$ cat src/design/eds_pkg.sv
// Constants, register map and field layout of the syndrome engine
// How it works
// - Two data words form one 64-bit input
// - Low word bits 31:0, high word 63:32
// - Code input holds 20 bits, rest reserved
// - Shared inputs, each result own register
// - Encode 7-bit code from low word
// - Check low word against code bits 6:0
// - Return data and code, corrected if single
// - Code 6:0, single flag 8, multi 9
// - Encode 8-bit code from all 64 bits
// - Check 64 bits against code bits 7:0
// - Corrected 64-bit data in two registers
// - Corrected 8-bit code plus both flags
// - Four 5-bit byte codes, encode and check
// - Byte codes packed five bits per byte
// - Byte checker: code, single and multi flags
// - No register update without clock enable, except synchronous reset
// - Identification register at offset 0xFFC
package eds_pkg;
    // Bus geometry
    localparam int ADDR_W = 12;
    localparam int DATA_W = 32;
    // Register byte offsets
    localparam logic [11:0] OFF_DATA_LOW = 12'h000;
    localparam logic [11:0] OFF_DATA_HIGH = 12'h004;
    localparam logic [11:0] OFF_CODE_IN = 12'h008;
    localparam logic [11:0] OFF_C7_ENC = 12'h00C;
    localparam logic [11:0] OFF_C7_DATA = 12'h010;
    localparam logic [11:0] OFF_C7_STAT = 12'h014;
    localparam logic [11:0] OFF_C8_ENC = 12'h018;
    localparam logic [11:0] OFF_C8_DATA_LOW = 12'h01C;
    localparam logic [11:0] OFF_C8_DATA_HIGH = 12'h020;
    localparam logic [11:0] OFF_C8_STAT = 12'h024;
    localparam logic [11:0] OFF_BC_ENC = 12'h028;
    localparam logic [11:0] OFF_BC_DATA = 12'h02C;
    localparam logic [11:0] OFF_BC_STAT = 12'h030;
    localparam logic [11:0] OFF_IDENT = 12'hFFC;
    // Reset values of the writable inputs
    localparam logic [31:0] RST_DATA = 32'h0000_0000;
    localparam logic [19:0] RST_CODE = 20'h0_0000;
    // Field layout
    localparam int CODE_IN_W = 20;
    localparam int C7_DATA_N = 32;
    localparam int C7_HAM_R = 6;
    localparam int C8_DATA_N = 64;
    localparam int C8_HAM_R = 7;
    localparam int BC_DATA_N = 8;
    localparam int BC_HAM_R = 4;
    localparam int BC_LANES = 4;
    localparam int BC_CODE_W = 5;
    localparam int STAT_SINGLE_BIT = 8;
    localparam int STAT_MULTI_BIT = 9;
    localparam int BC_SINGLE_LSB = 24;
    localparam int BC_MULTI_LSB = 28;
    // Identification value, arbitrary
    localparam logic [31:0] IDENT_VALUE = 32'h0A5E_0001;
endpackage

$ cat src/design/eds_syndrome_engine.sv
// Syndrome engine: input registers, three code families, Avalon-MM slave
//
// Design decision made here: register access over Avalon-MM.
`timescale 1ns/10ps
module eds_syndrome_engine (
    // Clock, reset and gate
    input wire logic ref_clk,
    input wire logic rst_n,
    input wire logic clkEnable,
    // Avalon-MM slave
    input wire logic [11:0] address,
    input wire logic read,
    input wire logic write,
    input wire logic [31:0] writedata,
    input wire logic [3:0] byteenable,
    output logic [31:0] readdata,
    output logic waitrequest
);

    // Extended Hamming encoder: r position checks plus overall parity in bit r
    // Data sits at non-power-of-two positions; positions past n are skipped
    // Loops run to 127 so one function serves all three code widths
    function automatic logic [7:0] hamEnc(input logic [63:0] d, input int n, input int r);
        logic [7:0] c;
        int k;
        int p;
        int i;
        c = 8'h00;
        k = 0;
        for (p = 1; p < 128; p++) begin
            if ((p & (p - 1)) != 0) begin
                if (k < n) begin
                    for (i = 0; i < 7; i++) begin
                        if (i < r && ((p >> i) & 1) == 1) begin
                            c[i] = c[i] ^ d[k];
                        end
                    end
                    c[r] = c[r] ^ d[k];
                end
                k = k + 1;
            end
        end
        for (i = 0; i < 7; i++) begin
            if (i < r) begin
                c[r] = c[r] ^ c[i];
            end
        end
        return c;
    endfunction

    // Checker: returns {multi, single, corrected code, corrected data}
    function automatic logic [73:0] hamCheck(input logic [63:0] d, input logic [7:0] cin,
                                             input int n, input int r);
        logic [7:0] calc;
        logic [7:0] code;
        logic [63:0] dat;
        logic [6:0] syn;
        logic par;
        logic hit;
        int k;
        int p;
        int i;
        calc = hamEnc(d, n, r);
        code = cin;
        dat = d;
        syn = 7'h00;
        hit = 1'b0;
        k = 0;
        for (i = 0; i < 7; i++) begin
            if (i < r) begin
                syn[i] = calc[i] ^ cin[i];
            end
        end
        // Received overall parity error
        par = calc[r] ^ cin[r] ^ (^syn);
        if (par) begin
            if (syn == 7'h00) begin
                code[r] = ~code[r];
                hit = 1'b1;
            end
            for (i = 0; i < 7; i++) begin
                if (i < r && int'(syn) == (1 << i)) begin
                    code[i] = ~code[i];
                    hit = 1'b1;
                end
            end
            for (p = 1; p < 128; p++) begin
                if ((p & (p - 1)) != 0) begin
                    if (k < n && int'(syn) == p) begin
                        dat[k] = ~dat[k];
                        hit = 1'b1;
                    end
                    k = k + 1;
                end
            end
        end
        // Odd error with an unused syndrome counts as multiple
        return {(syn != 7'h00 && !par) || (par && !hit), par && hit, code, dat};
    endfunction

    // Shared input registers
    logic [31:0] dataLow;
    logic [31:0] dataHigh;
    logic [19:0] codeIn;
    logic [63:0] dataAll;
    // Transfer strobes
    logic busReq;
    logic wrTake;
    // Family results
    logic [6:0] enc7;
    logic [31:0] chk7Data;
    logic [6:0] chk7Code;
    logic chk7Single;
    logic chk7Multi;
    logic [7:0] enc8;
    logic [63:0] chk8Data;
    logic [7:0] chk8Code;
    logic chk8Single;
    logic chk8Multi;
    logic [19:0] encBc;
    logic [31:0] chkBcData;
    logic [19:0] chkBcCode;
    logic [3:0] chkBcSingle;
    logic [3:0] chkBcMulti;
    // Re-encoded corrected words, checking only
    logic [7:0] fix7;
    logic [7:0] fix8;
    logic [31:0] next_readdata;

    // Combined data word
    assign dataAll = {dataHigh, dataLow};
    assign busReq = read || write;
    // Write lands only at the acknowledge edge and only with the clock running
    assign wrTake = write && !waitrequest && clkEnable;

    // Trade-off: results are combinational, so they follow the inputs at once
    // 32-bit family
    always_comb begin
        logic [7:0] e;
        logic [73:0] res;
        e = hamEnc({32'h0000_0000, dataLow}, eds_pkg::C7_DATA_N, eds_pkg::C7_HAM_R);
        res = hamCheck({32'h0000_0000, dataLow}, {1'b0, codeIn[6:0]},
                       eds_pkg::C7_DATA_N, eds_pkg::C7_HAM_R);
        enc7 = e[6:0];
        chk7Data = res[31:0];
        chk7Code = res[70:64];
        chk7Single = res[72];
        chk7Multi = res[73];
    end

    // 64-bit family
    always_comb begin
        logic [73:0] res;
        res = hamCheck(dataAll, codeIn[7:0], eds_pkg::C8_DATA_N, eds_pkg::C8_HAM_R);
        enc8 = hamEnc(dataAll, eds_pkg::C8_DATA_N, eds_pkg::C8_HAM_R);
        chk8Data = res[63:0];
        chk8Code = res[71:64];
        chk8Single = res[72];
        chk8Multi = res[73];
    end

    // A fix must land on a valid codeword, so re-encode the corrected data
    assign fix7 = hamEnc({32'h0000_0000, chk7Data}, eds_pkg::C7_DATA_N, eds_pkg::C7_HAM_R);
    assign fix8 = hamEnc(chk8Data, eds_pkg::C8_DATA_N, eds_pkg::C8_HAM_R);

    // Byte family: one independent code per byte lane
    for (genvar g = 0; g < eds_pkg::BC_LANES; g++) begin : gen_lane
        logic [7:0] e;
        logic [73:0] res;
        assign e = hamEnc({56'h0, dataLow[8*g +: 8]}, eds_pkg::BC_DATA_N, eds_pkg::BC_HAM_R);
        assign res = hamCheck({56'h0, dataLow[8*g +: 8]},
                              {3'h0, codeIn[eds_pkg::BC_CODE_W*g +: eds_pkg::BC_CODE_W]},
                              eds_pkg::BC_DATA_N, eds_pkg::BC_HAM_R);
        assign encBc[eds_pkg::BC_CODE_W*g +: eds_pkg::BC_CODE_W] = e[4:0];
        assign chkBcData[8*g +: 8] = res[7:0];
        assign chkBcCode[eds_pkg::BC_CODE_W*g +: eds_pkg::BC_CODE_W] = res[68:64];
        assign chkBcSingle[g] = res[72];
        assign chkBcMulti[g] = res[73];
        logic [7:0] fix;
        assign fix = hamEnc({56'h0, res[7:0]}, eds_pkg::BC_DATA_N, eds_pkg::BC_HAM_R);

    end

    // Input word registers, byte lanes honoured
    always_ff @(posedge ref_clk) begin
        if (!rst_n) begin
            dataLow <= eds_pkg::RST_DATA;
            dataHigh <= eds_pkg::RST_DATA;
        end else if (wrTake) begin
            for (int b = 0; b < 4; b++) begin
                if (byteenable[b] && address == eds_pkg::OFF_DATA_LOW) begin
                    dataLow[8*b +: 8] <= writedata[8*b +: 8];
                end
                if (byteenable[b] && address == eds_pkg::OFF_DATA_HIGH) begin
                    dataHigh[8*b +: 8] <= writedata[8*b +: 8];
                end
            end
        end
    end

    // Code input: only 20 bits exist, upper lanes drop
    // Lane 3 and bits 23:20 of lane 2 have no storage, so bits 31:20 can never read back non-zero
    always_ff @(posedge ref_clk) begin
        if (!rst_n) begin
            codeIn <= eds_pkg::RST_CODE;
        end else if (wrTake && address == eds_pkg::OFF_CODE_IN) begin
            if (byteenable[0]) begin
                codeIn[7:0] <= writedata[7:0];
            end
            if (byteenable[1]) begin
                codeIn[15:8] <= writedata[15:8];
            end
            if (byteenable[2]) begin
                codeIn[19:16] <= writedata[19:16];
            end
        end
    end

    // Read decode; result writes and reserved space fall through untouched
    always_comb begin
        next_readdata = 32'h0000_0000;
        case (address)
            eds_pkg::OFF_DATA_LOW: next_readdata = dataLow;
            eds_pkg::OFF_DATA_HIGH: next_readdata = dataHigh;
            eds_pkg::OFF_CODE_IN: next_readdata = {12'h000, codeIn};
            eds_pkg::OFF_C7_ENC: next_readdata = {25'h0, enc7};
            eds_pkg::OFF_C7_DATA: next_readdata = chk7Data;
            eds_pkg::OFF_C7_STAT:
                next_readdata = {22'h0, chk7Multi, chk7Single, 1'b0, chk7Code};
            eds_pkg::OFF_C8_ENC: next_readdata = {24'h0, enc8};
            eds_pkg::OFF_C8_DATA_LOW: next_readdata = chk8Data[31:0];
            eds_pkg::OFF_C8_DATA_HIGH: next_readdata = chk8Data[63:32];
            eds_pkg::OFF_C8_STAT:
                next_readdata = {22'h0, chk8Multi, chk8Single, chk8Code};
            eds_pkg::OFF_BC_ENC: next_readdata = {12'h000, encBc};
            eds_pkg::OFF_BC_DATA: next_readdata = chkBcData;
            eds_pkg::OFF_BC_STAT:
                next_readdata = {chkBcMulti, chkBcSingle, 4'h0, chkBcCode};
            eds_pkg::OFF_IDENT: next_readdata = eds_pkg::IDENT_VALUE;
            default: next_readdata = 32'h0000_0000;
        endcase
    end

    // Waitrequest: drops for one cycle, one cycle after a request appears
    // Limitation: gating in the acknowledge cycle freezes it low until enabled
    always_ff @(posedge ref_clk) begin
        if (!rst_n) begin
            waitrequest <= 1'b1;
        end else if (clkEnable) begin
            waitrequest <= !(busReq && waitrequest);
        end
    end

    // Read data captured at the edge where waitrequest drops; frozen while gated
    // Capturing early lets the acknowledge edge see settled data
    always_ff @(posedge ref_clk) begin
        if (!rst_n) begin
            readdata <= 32'h0000_0000;
        end else if (clkEnable && read && waitrequest) begin
            readdata <= next_readdata;
        end
    end
endmodule

$ cat config.mk
export PLATFORM = sky130hd
export DESIGN_NAME = eds_syndrome_engine
export DESIGN_NICKNAME = d
export VERILOG_FILES = /design/src/design/eds_pkg.sv /design/src/design/eds_syndrome_engine.sv
export SDC_FILE = /design/constraint.sdc
export NUM_CORES = 1
export LEC_CHECK = 0
export BUFFER_PORTS_ARGS = -buffer_cell sky130_fd_sc_hd__buf_4
export CORE_ASPECT_RATIO = 1.25
export CORE_MARGIN = 5
export CORE_UTILIZATION = 30
export DETAILED_ROUTE_END_ITERATION = 10
export PLACE_DENSITY_LB_ADDON = 0.25
export SYNTH_ARGS = -nofsm -noshare
export SYNTH_HDL_FRONTEND = slang
export SYNTH_SLANG_ARGS = --single-unit
$ cat constraint.sdc
create_clock -name ref_clk -period 6.1 [get_ports ref_clk]
set_clock_uncertainty 0.2 [all_clocks]
set_input_delay 0.305 -clock ref_clk [delete_from_list [all_inputs] [get_ports ref_clk]]
set_output_delay 0.305 -clock ref_clk [all_outputs]
set_load 0.05 [all_outputs]
==> summary.txt, run 1 <==
Place
  • RePlAce Congestion: 1.05
  • Detailed Place HPWL: 56900 um
  • Area post-placement: 14900 sq um
  • Quantity of I/O buffers inserted on ports: 85

Pwr
  • P_leak: 6.16 nW
  • Worst vdd ir: 0.161 mV
  • PwrDens: 123 nW/um^2
  • Design Power: 1.95 mW

Global routing
  • Vias in the first global route: 13600
  • Grt total ovfl: 0
  • Initial antenna violation count: 3
  • GR Util All Layers: 29.2%
  • First-pass GRT wire length: 103000 um
  • Largest net degree at the start of global routing: 90

Worst setup path
  • CP most frequent cell: xnor2_1
  • Delay-heaviest family, CP: XOR/XNOR gates
  • Slowest-stage cell, CP: dfxtp_1
  • Crit path largest cell delay: 0.64 ns
  • Buf+Inv Stages, Crit Path: 2
  • FF-to-FF End: readdata[18]
  • Reg-to-reg startpoint: dataLow[6]
  • R2R depth: 17
  • Critical path type: register to register
  • CP endpoint kind: register
  • Reg-to-reg slack, setup: 0.28 ns
  • Setup crit start kind: register
  • Worst endpoint data arrival time: 5.92 ns
  • Crit-path cells: xnor2_1 -> xnor2_1 -> xnor3_1 -> xnor2_1 -> xnor2_1 -> inv_1 -> ha_1 -> xnor2_1 -> xnor2_1 -> xnor2_1 -> xnor3_1 -> nand2_1 -> buf_4 -> mux2i_1 -> o211ai_1 -> a221oi_1 -> o21ai_1
  • Worst EP required: 6.20 ns
  • Crit path max fanout: 17

Die
  • IO Pins: 86
  • Die Y: 247 um
  • Core area: 44200 sq um
  • Die ar.: 49200 sq um
  • Site row count: 86
  • Initial core utilization: 30.4%
  • Die X: 199 um

Routing
  • Antenna-violating nets left: 0
  • Initial DRT Pass Iterations: 7
  • Iteration-0 DRC count of the detailed router: 1732
  • DRC viols: 0
  • Drt wl/cell: 31.3 um
  • Via density: 5.92
  • Drt total wl: 73800 um
  • Routed via count: 13900

Logic synthesis
  • EDFF count, synth: 0
  • Syn Nets: 1771
  • Post-Syn Area: 13400 sq um
  • Synth Area per Inst: 8.08 sq um
  • Seq/Total Area, Yosys: 17.4%
  • Top_reg_cell synth: dfxtp_1
  • Gate Count Post-Synth: 1665
  • FF+latch count, synth: 117
  • Synth cell types: 72
  • Asr flop ratio synth: 0%
  • Synth Warn #: 0

Finish
  • Fraction of layout cells with a size suffix above 1: 14.6%
  • # nets final: 1872
  • Final Util: 35.9%
  • Area growth from synthesis to layout: 18.2%
  • Design area: 15900 sq um

STA
  • Minimum clock period after layout: 5.82 ns
  • Period Utilization, post-route: 95.4%
  • Worst-Margin Slew: 1.19 ns
  • Maximum clock rate: 0.172 GHz
  • Worst slew margin: 20.7%
  • Final setup vio count: 0
  • Setup TNS: 0 ns
  • Max Slew Vio Count: 0
  • RSZ-0062 raised after global routing: false
  • Final hold viol count: 0

CTS
  • Post-CTS Repair Setup Buffers: 0
  • Clk_lat worst skew: 0.44 ns
  • Clock Path Buffers: 2
  • Root buf cell: clkbuf_16
  • Clock transition at path regs: 0.06 ns
  • CTS tree: built
  • # clock sinks: 117
  • CTS buffer count: 17
  • H-tree levels: 4

Flow run
  • Max-cap violations: 0

Min path
  • Hold crit path type: input pin to register
  • WHS Endpoint: dataLow[24]
  • Hold path depth: 5
  • Hold path start: byteenable[3]

Outcome
  • Outcome: finished clean
-- area by class of cell --
class	instances	area [sq um]
clock inverters	13	150
diodes	2	5.00
well taps	572	716
clock buffers	19	443
fillers	4624	28300
repair buffers	213	1680
multi-input cells	1383	10400
flip-flops and latches	117	2340
inverters	34	128
-- worst max path at each step --
stage / startpoint / to / slack (ns) / cells past startpoint
global placement: dataLow[6] / readdata[13] / 0.05 / 18
floorplan: dataLow[29] / readdata[8] / 1.26 / 20
finish: dataLow[6] / readdata[18] / 0.28 / 17
global route: dataLow[6] / readdata[18] / 0.04 / 17
CTS: dataLow[6] / readdata[13] / 0.07 / 18
detailed placement: dataLow[6] / readdata[13] / 0.09 / 18
-- state kept, by name, summed over array words and instances (netlist names) --
signal / cells
dataLow: 32
readdata: 32
dataHigh: 32
waitrequest: 1
codeIn: 20
-- cell families (layout without fill, tap and decap cells) --
group                      after synthesis  after routing  synth area share (%)
AOI/OAI and AO/OA                      397            397                  19.9
xor gates and xnor gates               298            298                  25.8
adders and majority gates               53             53                  4.93
buffers and inverters                  165            279                  5.33
DFF                                    117            117                  17.4
muxes                                   99             99                  7.43
other                                    0              2                     0
and+or+nand+nor                        536            536                  19.2
-- what timing repair did --
action,4_1_cts,5_1_grt
resized for setup,0,2
endpoints found under the setup margin,0,1
hold endpoints to repair,85,0
hold buffers,34,0
-- placed cells by master (no fill, tap or decap), types with 11 or more instances in the layout --
cell type        n
o22ai_1         14
xnor2_1        133
nor2_1          86
nor2b_1         75
xor2_1         101
dlygate4sd3_1   34
nand2_1        202
inv_1           34
a211oi_1        13
dfxtp_1        117
nor3_1          62
a22oi_1         18
a222oi_1        13
a31oi_1         19
a21boi_0        16
a221oi_1        18
xor3_1          11
nor3_2          15
nand3_1         30
buf_4          179
o211ai_1        12
xnor3_1         39
clkbuf_16       17
and2_1          14
a21oi_1         88
a21o_1          12
mux2i_1         92
ha_1            53
o21ai_0         83
-- routing by layer --
metal  vias to the layer above  track usage [%]  routed length, um
met2                       850             45.7              32800
met1                      6667             35.7              28700
met5                         -                0                 12
li1                       6113                -                  -
met4                         2             21.1               6790
met3                       309             5.51               5510
-- metrics by stage --
| step | instances | setup WS, ns | hold slack (ns) |
|---|---|---|---|
| 5_1_grt | 2351 | 0.0411 | 0.228 |
| 3_5_place_dp | 2285 | 0.0878 | 0.246 |
| 2_1_floorplan | 1665 | 1.26 | 0.238 |
| 4_1_cts | 2351 | 0.0693 | 0.179 |
| 3_3_place_gp | 2285 | 0.0514 | 0.249 |
| 6_report | 2353 | 0.279 | 0.192 |
-- tightest hold or removal path, delay by kind of cell --
| kind | cells | cell delay (ns) |
|---|---|---|
| mux | 1 | 0.15 |
| buf+inv | 1 | 0.11 |
| simple gates | 3 | 0.22 |
-- synthesized netlist by cell type (all sizes together), types with 19 or more instances --
| cell | n | share of area, % |
|---|---|---|
| nand2 | 203 | 5.7 |
| xnor2 | 141 | 9.8 |
| dfxtp | 117 | 17 |
| xor2 | 103 | 6.8 |
| mux2i | 92 | 6.8 |
| nor2 | 90 | 2.7 |
| a21oi | 88 | 3.3 |
| o21ai | 88 | 3.3 |
| clkbuf | 82 | 2.3 |
| nor3 | 77 | 3.3 |
| nor2b | 75 | 3.5 |
| ha | 53 | 4.9 |
| buf | 49 | 2.0 |
| xnor3 | 43 | 7.2 |
| inv | 34 | 0.95 |
| nand3 | 30 | 1.1 |
| a31oi | 19 | 0.88 |
-- power breakdown --
group,switching (mW),leakage [nW],internal (mW),total (mW)
registers,0.000607,0.942,0.764,0.765
logic,0.0638,4.94,0.0533,0.117
clock network,0.454,0.278,0.618,1.07
total,0.519,6.16,1.44,1.95
No activity file was read; power rests on OpenSTA's default activity.
==> run 2, diff against run 1 <==
--- a/config.mk
+++ b/config.mk
@@ -10,7 +10,9 @@
 export CORE_MARGIN = 5
 export CORE_UTILIZATION = 30
 export DETAILED_ROUTE_END_ITERATION = 10
+export GPL_TIMING_DRIVEN = 0
 export PLACE_DENSITY_LB_ADDON = 0.25
 export SYNTH_ARGS = -nofsm -noshare
 export SYNTH_HDL_FRONTEND = slang
 export SYNTH_SLANG_ARGS = --single-unit
+export TNS_END_PERCENT = 10
==> summary.txt, run 2 (same netlist as run 1, synthesis figures left out) <==
CTS
  • CTS buffer count: 17
  • H-tree levels: 4
  • Clk_lat worst skew: 0.45 ns
  • CTS tree: built
  • Clock Path Buffers: 2
  • Root buf cell: clkbuf_16
  • # clock sinks: 117
  • Clock transition at path regs: 0.07 ns

Die
  • Site row count: 86
  • Core area: 44200 sq um
  • Die ar.: 49200 sq um
  • Die X: 199 um
  • Initial core utilization: 30.4%
  • Die Y: 247 um
  • IO Pins: 86

Global routing
  • First-pass GRT wire length: 111000 um
  • GR Util All Layers: 32.6%
  • Grt total ovfl: 0
  • Vias in the first global route: 13500
  • Initial antenna violation count: 3
  • Largest net degree at the start of global routing: 17

Routing
  • Drt total wl: 82000 um
  • Antenna-violating nets left: 0
  • Initial DRT Pass Iterations: 7
  • Drt wl/cell: 34.2 um
  • DRC viols: 0
  • Routed via count: 14200
  • Iteration-0 DRC count of the detailed router: 1627
  • Via density: 5.94

Pwr
  • Sequential share of power: 38.1%
  • Int Power: 1.48 mW
  • Worst vdd ir: 0.180 mV
  • P_leak: 6.16 nW
  • Power share of the combinational group: 6.2%
  • Net Sw Power: 532 uW
  • Clk pwr share: 55.7%
  • Net Sw Frac: 26.5%
  • PwrDens: 126 nW/um^2

Worst setup path
  • FF-to-FF End: readdata[27]
  • Critical path type: register to register
  • R2R depth: 15
  • Crit path launch: dataHigh[16]
  • Crit path max fanout: 8
  • CP endpoint kind: register
  • CP endpoint: readdata[27]
  • Reg-to-reg startpoint: dataHigh[16]
  • Reg-to-reg slack, setup: 0.07 ns
  • Worst EP required: 6.22 ns
  • Worst endpoint data arrival time: 6.15 ns
  • Setup crit start kind: register

Finish
  • Commonest non-fill, non-tap cell in the layout: nand2_1
  • # nets final: 1915
  • Final Util: 36.1%
  • Largest regs: dataHigh (32), dataLow (32), readdata (32)
  • Fraction of layout cells with a size suffix above 1: 13.0%
  • Most frequent cells in the layout: nand2_1, xnor2_1, dfxtp_1
  • Area growth from synthesis to layout: 18.7%

Place
  • Place WS: -0.566 ns
  • Detailed Place HPWL: 63400 um
  • Quantity of I/O buffers inserted on ports: 84
  • RePlAce Congestion: 1.04

Outcome
  • Failing checks: max-capacitance violations, max-slew violations
  • Outcome: finished, violations left

STA
  • Worst-Margin Slew: 1.53 ns
  • RSZ-0062 raised after global routing: false
  • Worst slew margin: -2.71%
  • Setup ws final: 0.0676 ns
  • Final setup vio count: 0
  • Maximum clock rate: 0.166 GHz
  • Minimum clock period after layout: 6.03 ns
  • Final hold viol count: 0
  • WHS: 0.213 ns
  • Max Slew Vio Count: 5
  • Period Utilization, post-route: 98.9%

Min path
  • Hold crit path type: input pin to register

Flow run
  • Max-cap violations: 1
run 2: repair_timing:
| item | in CTS | in global routing |
|---|---|---|
| hold endpoints to repair | 85 | 0 |
| resized for setup | 12 | 12 |
| setup buffers | 0 | 3 |
| hold buffers | 34 | 0 |
| pin swaps | 0 | 2 |
| endpoints found under the setup margin | 23 | 18 |
run 2: worst min-delay path by stage:
stage,end,cells past startpoint,slack [ns],start
after floorplan,waitrequest,2,0.24,clkEnable
after CTS,codeIn[2],5,0.20,byteenable[0]
after detailed placement,readdata[18],2,0.27,readdata[18]
after global routing,codeIn[6],5,0.24,byteenable[0]
after global placement,readdata[18],2,0.25,readdata[18]
final,codeIn[2],5,0.21,byteenable[0]
run 2: worst max-delay path, stage by stage (launching register included):
cell and delay, ns:
dfxtp_1 0.73, xor3_1 0.63, xor2_1 0.39, xnor2_1 0.19
xnor2_2 0.42, xor2_1 0.33, ha_1 0.20, buf_1 0.30
inv_1 0.14, nor2_1 0.45, o21ai_0 0.41, a221oi_1 0.52
o31ai_1 0.15, a221oi_1 0.47, nor2_1 0.09, a211o_1 0.28
run 2: layout make-up:
type                    instances  area, sq um
diodes                          5         12.5
plain buffers                 131          594
clock buffers                  18          439
clock inverters                13          173
fillers                      4727        28300
inverters                      34          128
multi-input cells            1383        10500
flip-flops and latches        117         2340
well taps                     572          716
repair buffers                125         1030
run 2: power by group through the flow:
| stage | Clock [mW] | Sequential [mW] | Combinational [mW] |
|---|---|---|---|
| floorplan | 0 | 0.784 | 0.0364 |
| global placement | 0 | 0.782 | 0.103 |
| detailed placement | 0 | 0.782 | 0.103 |
| CTS | 1.13 | 0.765 | 0.121 |
| global route | 1.16 | 0.765 | 0.129 |
| finish | 1.12 | 0.765 | 0.125 |
run 2: metrics by stage:
stage	setup TNS [ns]	instance area, sq um	power (mW)	std cells
3_5_place_dp	-3.08	14800	0.885	2324
4_1_cts	0	15900	2.01	2389
5_1_grt	0	15900	2.05	2393
2_1_floorplan	0	13400	0.820	1665
3_3_place_gp	-4.38	14800	0.885	2321
6_report	0	16000	2.01	2398
run 2: metal layers:
layer	vias to the layer above	wire, um	global-route usage, %
met3	258	5820	3.87
met5	-	0	0
met4	0	7400	23.4
li1	6228	-	-
met2	832	36500	50.6
met1	6925	32300	41.5
